### src/rtl/ieb_consts.svh
`ifndef IEB_CONSTS_SVH
`define IEB_CONSTS_SVH

// ==========================================================
// widths
`define IEB_AW 12
`define IEB_DW 8
`define IEB_LANES 8
`define IEB_PRBS 4

// ==========================================================
// register addresses
`define IEB_ADDR_ENABLE0 12'h01f
`define IEB_ADDR_ENABLE1 12'h020
`define IEB_ADDR_FLAGS0 12'h0f0
`define IEB_ADDR_FLAGS1 12'h0f1
`define IEB_ADDR_FIFO_FULL 12'h30c
`define IEB_ADDR_FIFO_EMPTY 12'h30d

// ==========================================================
// reset values and masks
`define IEB_RST_BYTE 8'h00
`define IEB_ENABLE1_WMASK 8'h0f
`define IEB_RDATA_UNMAPPED 8'h00

// ==========================================================
// bit positions, shared by the first enable and first flag registers
`define IEB_BIT_CONV_LOSS 5
`define IEB_BIT_CONV_LOCK 4
`define IEB_BIT_LINK_LOSS 3
`define IEB_BIT_LINK_LOCK 2
`define IEB_BIT_LANE_ERR 1

// bit positions of the second enable and second flag registers
`define IEB_BIT_IMAG_B 3
`define IEB_BIT_REAL_B 2
`define IEB_BIT_IMAG_A 1
`define IEB_BIT_REAL_A 0

`endif

### src/rtl/ieb_pkg.sv
`include "ieb_consts.svh"

package ieb_pkg;

  typedef logic [`IEB_DW-1:0] ieb_byte_t;
  typedef logic [`IEB_AW-1:0] ieb_addr_t;
  typedef logic [`IEB_LANES-1:0] ieb_lanes_t;
  typedef logic [`IEB_PRBS-1:0] ieb_prbs_t;

endpackage

### src/rtl/ieb_lane_if.sv
`timescale 1ns/1ps
`default_nettype none

interface ieb_lane_if;
  ieb_pkg::ieb_lanes_t full;
  ieb_pkg::ieb_lanes_t empty;
  logic link_en;
  ieb_pkg::ieb_lanes_t sticky_full;
  ieb_pkg::ieb_lanes_t sticky_empty;
  logic any_err;

  modport tracker (
    input full,
    input empty,
    input link_en,
    output sticky_full,
    output sticky_empty,
    output any_err
  );

  modport core (
    output full,
    output empty,
    output link_en,
    input sticky_full,
    input sticky_empty,
    input any_err
  );
endinterface

`default_nettype wire

### src/rtl/ieb_lane_err.sv
`timescale 1ns/1ps
`default_nettype none

`include "ieb_consts.svh"

module ieb_lane_err (
  input wire logic clk,
  input wire logic sys_rst,
  ieb_lane_if.tracker lif
);

  // ==========================================================
  // link re-enable detection
  logic link_en_prev;
  logic reenable;

  always_ff @(posedge clk) begin
    if (sys_rst) begin
      link_en_prev <= 1'b0;
    end else begin
      link_en_prev <= lif.link_en;
    end
  end

  assign reenable = lif.link_en & ~link_en_prev;

  // ==========================================================
  // per-lane sticky flags, cleared only by a fresh link enable
  genvar i;
  generate
    for (i = 0; i < `IEB_LANES; i = i + 1) begin : g_lane
      always_ff @(posedge clk) begin
        if (sys_rst) begin
          lif.sticky_full[i] <= 1'b0;
          lif.sticky_empty[i] <= 1'b0;
        end else begin
          // a new condition in the re-enable cycle survives the clear
          lif.sticky_full[i] <= (lif.sticky_full[i] & ~reenable) | (lif.full[i] & lif.link_en); // [RULE_06]
          lif.sticky_empty[i] <= (lif.sticky_empty[i] & ~reenable) | (lif.empty[i] & lif.link_en); // [RULE_06]
        end
      end
    end
  endgenerate

  // ==========================================================
  // summary error
  always_ff @(posedge clk) begin
    if (sys_rst) begin
      lif.any_err <= 1'b0;
    end else begin
      lif.any_err <= ((|lif.sticky_full) | (|lif.sticky_empty)) & ~reenable; // [RULE_05]
    end
  end

endmodule

`default_nettype wire

### src/rtl/ieb_top.sv
// Notes on behaviour
// RULE_01 - enable0 bit 5 lets converter PLL loss of lock raise the interrupt
// RULE_02 - enable0 bit 4 lets converter PLL reaching lock raise the interrupt
// RULE_03 - enable0 bit 3 lets link PLL loss of lock raise the interrupt
// RULE_04 - enable0 bit 2 lets link PLL reaching lock raise the interrupt
// RULE_05 - enable0 bit 1 lets any lane FIFO full or empty raise the interrupt
// RULE_06 - lane FIFO error holds until the link is disabled and enabled again
// RULE_07 - per-lane full flags read at 0x30c, empty flags at 0x30d
// RULE_08 - enable1 bit 3 lets pair B imaginary checker errors interrupt
// RULE_09 - enable1 bit 2 lets pair B real checker errors interrupt
// RULE_10 - enable1 bit 1 lets pair A imaginary checker errors interrupt
// RULE_11 - enable1 bit 0 lets pair A real checker errors interrupt
// RULE_12 - interrupt asserts while any enabled event flag is set, never otherwise

`timescale 1ns/1ps
`default_nettype none

`include "ieb_consts.svh"

module ieb_top (
  input wire logic clk,
  input wire logic sys_rst,
  input wire logic reg_wr,
  input wire logic reg_rd,
  input wire ieb_pkg::ieb_addr_t reg_addr,
  input wire ieb_pkg::ieb_byte_t reg_wdata,
  output ieb_pkg::ieb_byte_t reg_rdata,
  output logic reg_rvalid,
  input wire logic conv_pll_lock_indicator,
  input wire logic link_pll_lock_indicator,
  input wire logic link_enable,
  input wire ieb_pkg::ieb_lanes_t lane_fifo_full,
  input wire ieb_pkg::ieb_lanes_t lane_fifo_empty,
  input wire ieb_pkg::ieb_prbs_t prbs_err,
  output logic irq
);

  // ==========================================================
  // register storage
  ieb_pkg::ieb_byte_t irq_enable_pll_fifo;
  ieb_pkg::ieb_byte_t irq_enable_prbs;

  // ==========================================================
  // write decode
  logic wr_enable0;
  logic wr_enable1;
  logic wr_flags0;
  logic wr_flags1;

  always_comb begin
    wr_enable0 = 1'b0;
    wr_enable1 = 1'b0;
    wr_flags0 = 1'b0;
    wr_flags1 = 1'b0;
    if (reg_wr && reg_addr == `IEB_ADDR_ENABLE0) begin
      wr_enable0 = 1'b1;
    end else if (reg_wr && reg_addr == `IEB_ADDR_ENABLE1) begin
      wr_enable1 = 1'b1;
    end else if (reg_wr && reg_addr == `IEB_ADDR_FLAGS0) begin
      wr_flags0 = 1'b1;
    end else if (reg_wr && reg_addr == `IEB_ADDR_FLAGS1) begin
      wr_flags1 = 1'b1;
    end
  end

  // ==========================================================
  // enable registers
  always_ff @(posedge clk) begin
    if (sys_rst) begin
      irq_enable_pll_fifo <= `IEB_RST_BYTE;
    end else if (wr_enable0) begin
      // reserved bits of this register are plain storage
      irq_enable_pll_fifo <= reg_wdata;
    end
  end

  always_ff @(posedge clk) begin
    if (sys_rst) begin
      irq_enable_prbs <= `IEB_RST_BYTE;
    end else if (wr_enable1) begin
      // upper nibble is read-only zero
      irq_enable_prbs <= reg_wdata & `IEB_ENABLE1_WMASK;
    end
  end

  // ==========================================================
  // enable fields
  logic conv_pll_loss_irq_en;
  logic conv_pll_locked_irq_en;
  logic link_pll_loss_irq_en;
  logic link_pll_locked_irq_en;
  logic lane_buffer_error_irq_en;
  logic checker_imag_pair_b_irq_en;
  logic checker_real_pair_b_irq_en;
  logic checker_imag_pair_a_irq_en;
  logic checker_real_pair_a_irq_en;

  assign conv_pll_loss_irq_en = irq_enable_pll_fifo[`IEB_BIT_CONV_LOSS];
  assign conv_pll_locked_irq_en = irq_enable_pll_fifo[`IEB_BIT_CONV_LOCK];
  assign link_pll_loss_irq_en = irq_enable_pll_fifo[`IEB_BIT_LINK_LOSS];
  assign link_pll_locked_irq_en = irq_enable_pll_fifo[`IEB_BIT_LINK_LOCK];
  assign lane_buffer_error_irq_en = irq_enable_pll_fifo[`IEB_BIT_LANE_ERR];
  assign checker_imag_pair_b_irq_en = irq_enable_prbs[`IEB_BIT_IMAG_B];
  assign checker_real_pair_b_irq_en = irq_enable_prbs[`IEB_BIT_REAL_B];
  assign checker_imag_pair_a_irq_en = irq_enable_prbs[`IEB_BIT_IMAG_A];
  assign checker_real_pair_a_irq_en = irq_enable_prbs[`IEB_BIT_REAL_A];

  // ==========================================================
  // pll lock edge detection
  logic conv_lock_prev;
  logic link_lock_prev;
  logic conv_lock_rise;
  logic conv_lock_fall;
  logic link_lock_rise;
  logic link_lock_fall;

  // low after reset: a lock level already present at release is a lock event
  always_ff @(posedge clk) begin
    if (sys_rst) begin
      conv_lock_prev <= 1'b0;
    end else begin
      conv_lock_prev <= conv_pll_lock_indicator;
    end
  end

  always_ff @(posedge clk) begin
    if (sys_rst) begin
      link_lock_prev <= 1'b0;
    end else begin
      link_lock_prev <= link_pll_lock_indicator;
    end
  end

  assign conv_lock_rise = conv_pll_lock_indicator & ~conv_lock_prev;
  assign conv_lock_fall = ~conv_pll_lock_indicator & conv_lock_prev;
  assign link_lock_rise = link_pll_lock_indicator & ~link_lock_prev;
  assign link_lock_fall = ~link_pll_lock_indicator & link_lock_prev;

  // ==========================================================
  // pll event flags, write one to clear, set wins
  logic conv_loss_flag;
  logic conv_lock_flag;
  logic link_loss_flag;
  logic link_lock_flag;

  always_ff @(posedge clk) begin
    if (sys_rst) begin
      conv_loss_flag <= 1'b0;
    end else begin
      conv_loss_flag <= conv_lock_fall | (conv_loss_flag & ~(wr_flags0 & reg_wdata[`IEB_BIT_CONV_LOSS]));
    end
  end

  always_ff @(posedge clk) begin
    if (sys_rst) begin
      conv_lock_flag <= 1'b0;
    end else begin
      conv_lock_flag <= conv_lock_rise | (conv_lock_flag & ~(wr_flags0 & reg_wdata[`IEB_BIT_CONV_LOCK]));
    end
  end

  always_ff @(posedge clk) begin
    if (sys_rst) begin
      link_loss_flag <= 1'b0;
    end else begin
      link_loss_flag <= link_lock_fall | (link_loss_flag & ~(wr_flags0 & reg_wdata[`IEB_BIT_LINK_LOSS]));
    end
  end

  always_ff @(posedge clk) begin
    if (sys_rst) begin
      link_lock_flag <= 1'b0;
    end else begin
      link_lock_flag <= link_lock_rise | (link_lock_flag & ~(wr_flags0 & reg_wdata[`IEB_BIT_LINK_LOCK]));
    end
  end

  // ==========================================================
  // checker event flags
  ieb_pkg::ieb_prbs_t prbs_flag;

  // every high cycle of an error input sets its flag again
  genvar k;
  generate
    for (k = 0; k < `IEB_PRBS; k = k + 1) begin : g_prbs
      always_ff @(posedge clk) begin
        if (sys_rst) begin
          prbs_flag[k] <= 1'b0;
        end else begin
          prbs_flag[k] <= prbs_err[k] | (prbs_flag[k] & ~(wr_flags1 & reg_wdata[k]));
        end
      end
    end
  endgenerate

  // ==========================================================
  // lane fifo error tracking
  // stickies and their summary live in the lane tracker
  ieb_lane_if lif ();

  assign lif.full = lane_fifo_full;
  assign lif.empty = lane_fifo_empty;
  assign lif.link_en = link_enable;

  ieb_lane_err u_lane_err (
    .clk(clk),
    .sys_rst(sys_rst),
    .lif(lif)
  );

  // ==========================================================
  // gated events
  // an event whose enable is low never reaches the interrupt
  logic pend_conv_loss;
  logic pend_conv_lock;
  logic pend_link_loss;
  logic pend_link_lock;
  logic pend_lane;
  logic pend_imag_b;
  logic pend_real_b;
  logic pend_imag_a;
  logic pend_real_a;
  logic next_irq;

  assign pend_conv_loss = conv_loss_flag & conv_pll_loss_irq_en; // [RULE_01]
  assign pend_conv_lock = conv_lock_flag & conv_pll_locked_irq_en; // [RULE_02]
  assign pend_link_loss = link_loss_flag & link_pll_loss_irq_en; // [RULE_03]
  assign pend_link_lock = link_lock_flag & link_pll_locked_irq_en; // [RULE_04]
  assign pend_lane = lif.any_err & lane_buffer_error_irq_en; // [RULE_05]
  assign pend_imag_b = prbs_flag[`IEB_BIT_IMAG_B] & checker_imag_pair_b_irq_en; // [RULE_08]
  assign pend_real_b = prbs_flag[`IEB_BIT_REAL_B] & checker_real_pair_b_irq_en; // [RULE_09]
  assign pend_imag_a = prbs_flag[`IEB_BIT_IMAG_A] & checker_imag_pair_a_irq_en; // [RULE_10]
  assign pend_real_a = prbs_flag[`IEB_BIT_REAL_A] & checker_real_pair_a_irq_en; // [RULE_11]

  assign next_irq = pend_conv_loss | pend_conv_lock | pend_link_loss | pend_link_lock | pend_lane |
                    pend_imag_b | pend_real_b | pend_imag_a | pend_real_a; // [RULE_12]

  always_ff @(posedge clk) begin
    if (sys_rst) begin
      irq <= 1'b0;
    end else begin
      irq <= next_irq; // [RULE_12]
    end
  end

  // ==========================================================
  // flag register images
  ieb_pkg::ieb_byte_t flags0_image;
  ieb_pkg::ieb_byte_t flags1_image;

  always_comb begin
    flags0_image = `IEB_RST_BYTE;
    flags0_image[`IEB_BIT_CONV_LOSS] = conv_loss_flag;
    flags0_image[`IEB_BIT_CONV_LOCK] = conv_lock_flag;
    flags0_image[`IEB_BIT_LINK_LOSS] = link_loss_flag;
    flags0_image[`IEB_BIT_LINK_LOCK] = link_lock_flag;
    flags0_image[`IEB_BIT_LANE_ERR] = lif.any_err;
    flags1_image = `IEB_RST_BYTE;
    flags1_image[`IEB_PRBS-1:0] = prbs_flag;
  end

  // ==========================================================
  // read path, one cycle after the strobe
  // a read with a write in one cycle returns the pre-write value
  ieb_pkg::ieb_byte_t next_rdata;

  always_comb begin
    next_rdata = `IEB_RDATA_UNMAPPED;
    if (reg_addr == `IEB_ADDR_ENABLE0) begin
      next_rdata = irq_enable_pll_fifo;
    end else if (reg_addr == `IEB_ADDR_ENABLE1) begin
      next_rdata = irq_enable_prbs;
    end else if (reg_addr == `IEB_ADDR_FLAGS0) begin
      next_rdata = flags0_image;
    end else if (reg_addr == `IEB_ADDR_FLAGS1) begin
      next_rdata = flags1_image;
    end else if (reg_addr == `IEB_ADDR_FIFO_FULL) begin
      next_rdata = lif.sticky_full; // [RULE_07]
    end else if (reg_addr == `IEB_ADDR_FIFO_EMPTY) begin
      next_rdata = lif.sticky_empty; // [RULE_07]
    end
  end

  always_ff @(posedge clk) begin
    if (sys_rst) begin
      reg_rvalid <= 1'b0;
    end else begin
      reg_rvalid <= reg_rd;
    end
  end

  // read data holds until the next read strobe
  always_ff @(posedge clk) begin
    if (sys_rst) begin
      reg_rdata <= `IEB_RST_BYTE;
    end else if (reg_rd) begin
      reg_rdata <= next_rdata;
    end
  end

endmodule

`default_nettype wire
### config.mk
export PLATFORM = sky130hd
export DESIGN_NAME = ieb_top
export DESIGN_NICKNAME = d
export VERILOG_FILES = /design/src/rtl/ieb_pkg.sv /design/src/rtl/ieb_lane_if.sv /design/src/rtl/ieb_lane_err.sv /design/src/rtl/ieb_top.sv
export VERILOG_INCLUDE_DIRS = /design/src /design/src/rtl
export SDC_FILE = /design/constraint.sdc
export NUM_CORES = 1
export LEC_CHECK = 0
export BUFFER_PORTS_ARGS = -buffer_cell sky130_fd_sc_hd__buf_2
export CORE_MARGIN = 2
export CORE_UTILIZATION = 35
export CTS_CLUSTER_SIZE = 8
export DETAILED_ROUTE_END_ITERATION = 8
export MAX_ROUTING_LAYER = met4
export PLACE_DENSITY = 0.59
export SETUP_SLACK_MARGIN = 0.1
export SLEW_MARGIN = 25
export SYNTH_ARGS = -nofsm -noshare
export SYNTH_HDL_FRONTEND = slang
export SYNTH_HIERARCHICAL = 1
export SYNTH_SLANG_ARGS = --single-unit
### constraint.sdc
create_clock -name clk -period 4.5 [get_ports clk]
set_clock_uncertainty 0.15 [all_clocks]
set_input_delay 0.9 -clock clk [delete_from_list [all_inputs] [get_ports clk]]
set_output_delay 0.9 -clock clk [all_outputs]
set_load 0.005 [all_outputs]
==> results.yml <==
critical_path:
  rr_worst_depth: 5
  r2r-start: "u_lane_err/lif.sticky_empty[2]"
  cp_max_fo: 5
  arrival_ps: 2730
  critPathLaunch: "reg_addr[11]"
  setup.worst_path.class: "input port to register"
  r2r_slack_ps: 2990
  timing.critical_path.to: "flags1_image[2]"
  cp.required_ps: 4520
  cp-start-kind: "input port"
  endpoint_kind: "register"
  regToRegEndpoint: "reg_rdata[2]"
yosys:
  synth_top_cell_area_share_pct: 44.6
  syn_area_mm2: 0.00224
  synth-seq-cells: 50
  ys_seq_area_share_pct: 44.6
  yosys_most_used_dff: "dfxtp_1"
  yosysWarnings: 6
  synth_edf_count: 0
  postSynthCellCount: 247
  synth-async-reset-ratio_pct: 0
  synth_cell_types: 43
  yosys-top-cells-area: "dfxtp_1 (45%), a22o_1 (6.6%), nand2_1 (4.7%)"
  synth_top_cell_by_area: "dfxtp_1"
  avgSynthCellArea_um2: 9.08
  synth_nets: 294
power:
  leakagePower_nw: 0.991
  power_uw: 816
  max-vdd-ir-drop_mv: 0.107
  powerDensity_mw_per_mm2: 313
job:
  max_cap_viol_count: 0
timing:
  period_share_pct: 60.1
  worst_hold_slack_ps: 319
  finalSetupViolations: 0
  max_freq_mhz: 370
  slew_viol_final: 0
  setup_tns_ps: 0
  hold_viol_final: 0
  worst_pin_slew_ps: 893
  relSlewSlack_pct: 39.9
  rsz0062_at_grt: "no"
  layout_min_cycle_time_ps: 2710
global_route:
  grt_pass1_wl_um: 9650
  grt_overflow: 0
  antenna_found_initial: 0
  grt_pass1_vias: 1916
  grt_usage_pct: 17.7
  grt_max_degree: 35
status:
  status: "finished clean"
clock_network:
  cts_root_buffer: "clkbuf_8"
  clkSinkCount: 50
  numCtsBuffers: 5
  clk_path_buf_depth: 2
  cts_tree: "built"
  cts-htree-levels: 2
  hold_buffers: 0
  post_cts_buffers: 0
  clkLatencyLatePin_ps: 300
  cts_resized: 0
  clk_pin_slew_ps: 90
final_layout:
  nets: 341
  fillCellCount: 658
  finalCoreUtilization_pct: 41.6
  area_growth_pct: 16.3
  seqCellArea_mm2: 0.00100
  antennaDiodeCount: 0
  multiInputGateArea_mm2: 0.00114
  final_cell_area_mm2: 0.00261
  drive_above_1_share_pct: 25.5
min_path:
  hp-class: "register to register"
  holdPathStages: 2
routing:
  vias: 2053
  drtAntennaViolNets: 0
  routedWlPerCell_um: 16.1
  avgViaCountPerCell: 5.53
  dr.pass1.iters: 4
  drt_iter0_markers: 129
  drc_errors: 0
  wl_um: 5970
die:
  die-area_mm2: 0.00707
  coreArea_mm2: 0.00628
  die_x_um: 84.1
  die_h_um: 84.1
  num_rows: 29
  ios: 57
  initial_utilization_pct: 35.7
placed_design:
  gp_congestion: 0.840
  dp_hpwl_um: 4510
  portBuffers: 56
  dpl_cell_area_mm2: 0.00253
-- final cells by class --
| cell class | count | share of cell area, % |
|---|---|---|
| multi-input cells | 178 | 43.7 |
| clock buffers | 6 | 2.78 |
| repair buffers | 56 | 10.7 |
| well taps | 77 | 3.69 |
| clock inverters | 1 | 0.288 |
| flip-flops and latches | 50 | 38.4 |
| inverters | 3 | 0.431 |
-- worst max-delay path, cell delays in order --
cell     delay, ps
buf_2          110
or4_4          570
nor4_1         800
nand2_1        120
a21oi_1        170
nor2_1          50
-- worst min path at each step --
stage	startpoint	to	slack (ps)
after CTS	irq_enable_pll_fifo[6]	irq_enable_pll_fifo[6]	320
after global placement	link_lock_prev	link_loss_flag	300
after detailed placement	irq_enable_pll_fifo[6]	irq_enable_pll_fifo[6]	310
after global routing	irq_enable_pll_fifo[7]	irq_enable_pll_fifo[7]	350
final	link_lock_prev	link_loss_flag	320
after floorplan	irq_enable_pll_fifo[6]	irq_enable_pll_fifo[6]	290
-- layer usage --
layer	part of all wire [%]	up-vias	GRT usage (%)
met3	4.7	8	3.56
met4	1.0	0	5.43
met2	45	57	26.3
met5	0	-	-
li1	-	1028	-
met1	49	960	24.1
-- power by group --
group	internal (mW)	switching, mW
Sequential	0.462	0.0155
Clock	0.107	0.142
Combinational	0.0428	0.0474
Total	0.612	0.205
-- metrics by stage --
stage / setup WS [ps] / instances
floorplan: 1910 / 247
CTS: 1820 / 371
global route: 1720 / 371
detailed placement: 1510 / 364
finish: 1790 / 371
global placement: 1520 / 364
-- synthesized netlist by cell type (all sizes together), types with 2 or more instances --
cell type	count
a211oi	7
a21oi	20
a221o	3
a221oi	7
a22o	17
a22oi	2
a311oi	2
a31oi	3
and2	2
and3	2
buf	6
clkbuf	10
dfxtp	50
inv	3
mux2	6
mux2i	2
nand2	28
nand2b	4
nand3	17
nand4	2
nor2	15
nor2b	5
nor3	7
nor4	8
o21ai	2
o32a	2
or3	2
or4	2
or4b	2
-- cells by family (layout without fill, tap and decap cells) --
| logic type | count (synthesis) | in the layout | share of synthesized area (%) |
|---|---|---|---|
| AOI/OAI and AO/OA | 70 | 70 | 23.3 |
| buffers and inverters | 19 | 66 | 4.63 |
| DFF | 50 | 50 | 44.6 |
| muxes | 8 | 8 | 3.90 |
| and+or+nand+nor | 100 | 100 | 23.5 |
-- placed cells by master, fill, tap and decap left out, drive strengths merged, types with 2 or more instances in the layout --
cell type	netlist	routed
mux2i	2	2
dfxtp	50	50
and3	2	2
clkbuf	10	6
a311oi	2	2
inv	3	3
nand3	17	17
and2	2	2
buf	6	56
nand4	2	2
nor3	7	7
a211oi	7	7
or4	2	2
or3	2	2
nand2b	4	4
nand2	28	28
a22oi	2	2
nor2	15	15
a221o	3	3
a221oi	7	7
a22o	17	17
mux2	6	6
nor4	8	8
a21oi	20	20
or4b	2	2
o32a	2	2
a31oi	3	3
o21ai	2	2
nor2b	5	5
-- registers in the layout, summed over array words and instances, names as in the netlist --
signal and cells:
u_lane_err/link_en_prev 1, reg_rdata 8, irq_enable_pll_fifo 8, irq 1
irq_enable_prbs 4, link_lock_flag 1, u_lane_err/lif.any_err 1, conv_lock_prev 1
reg_rvalid 1, flags1_image 4, link_loss_flag 1, conv_loss_flag 1
link_lock_prev 1, conv_lock_flag 1, u_lane_err/lif.sticky_full 8, u_lane_err/lif.sticky_empty 8
No activity file was read; power rests on OpenSTA's default activity.
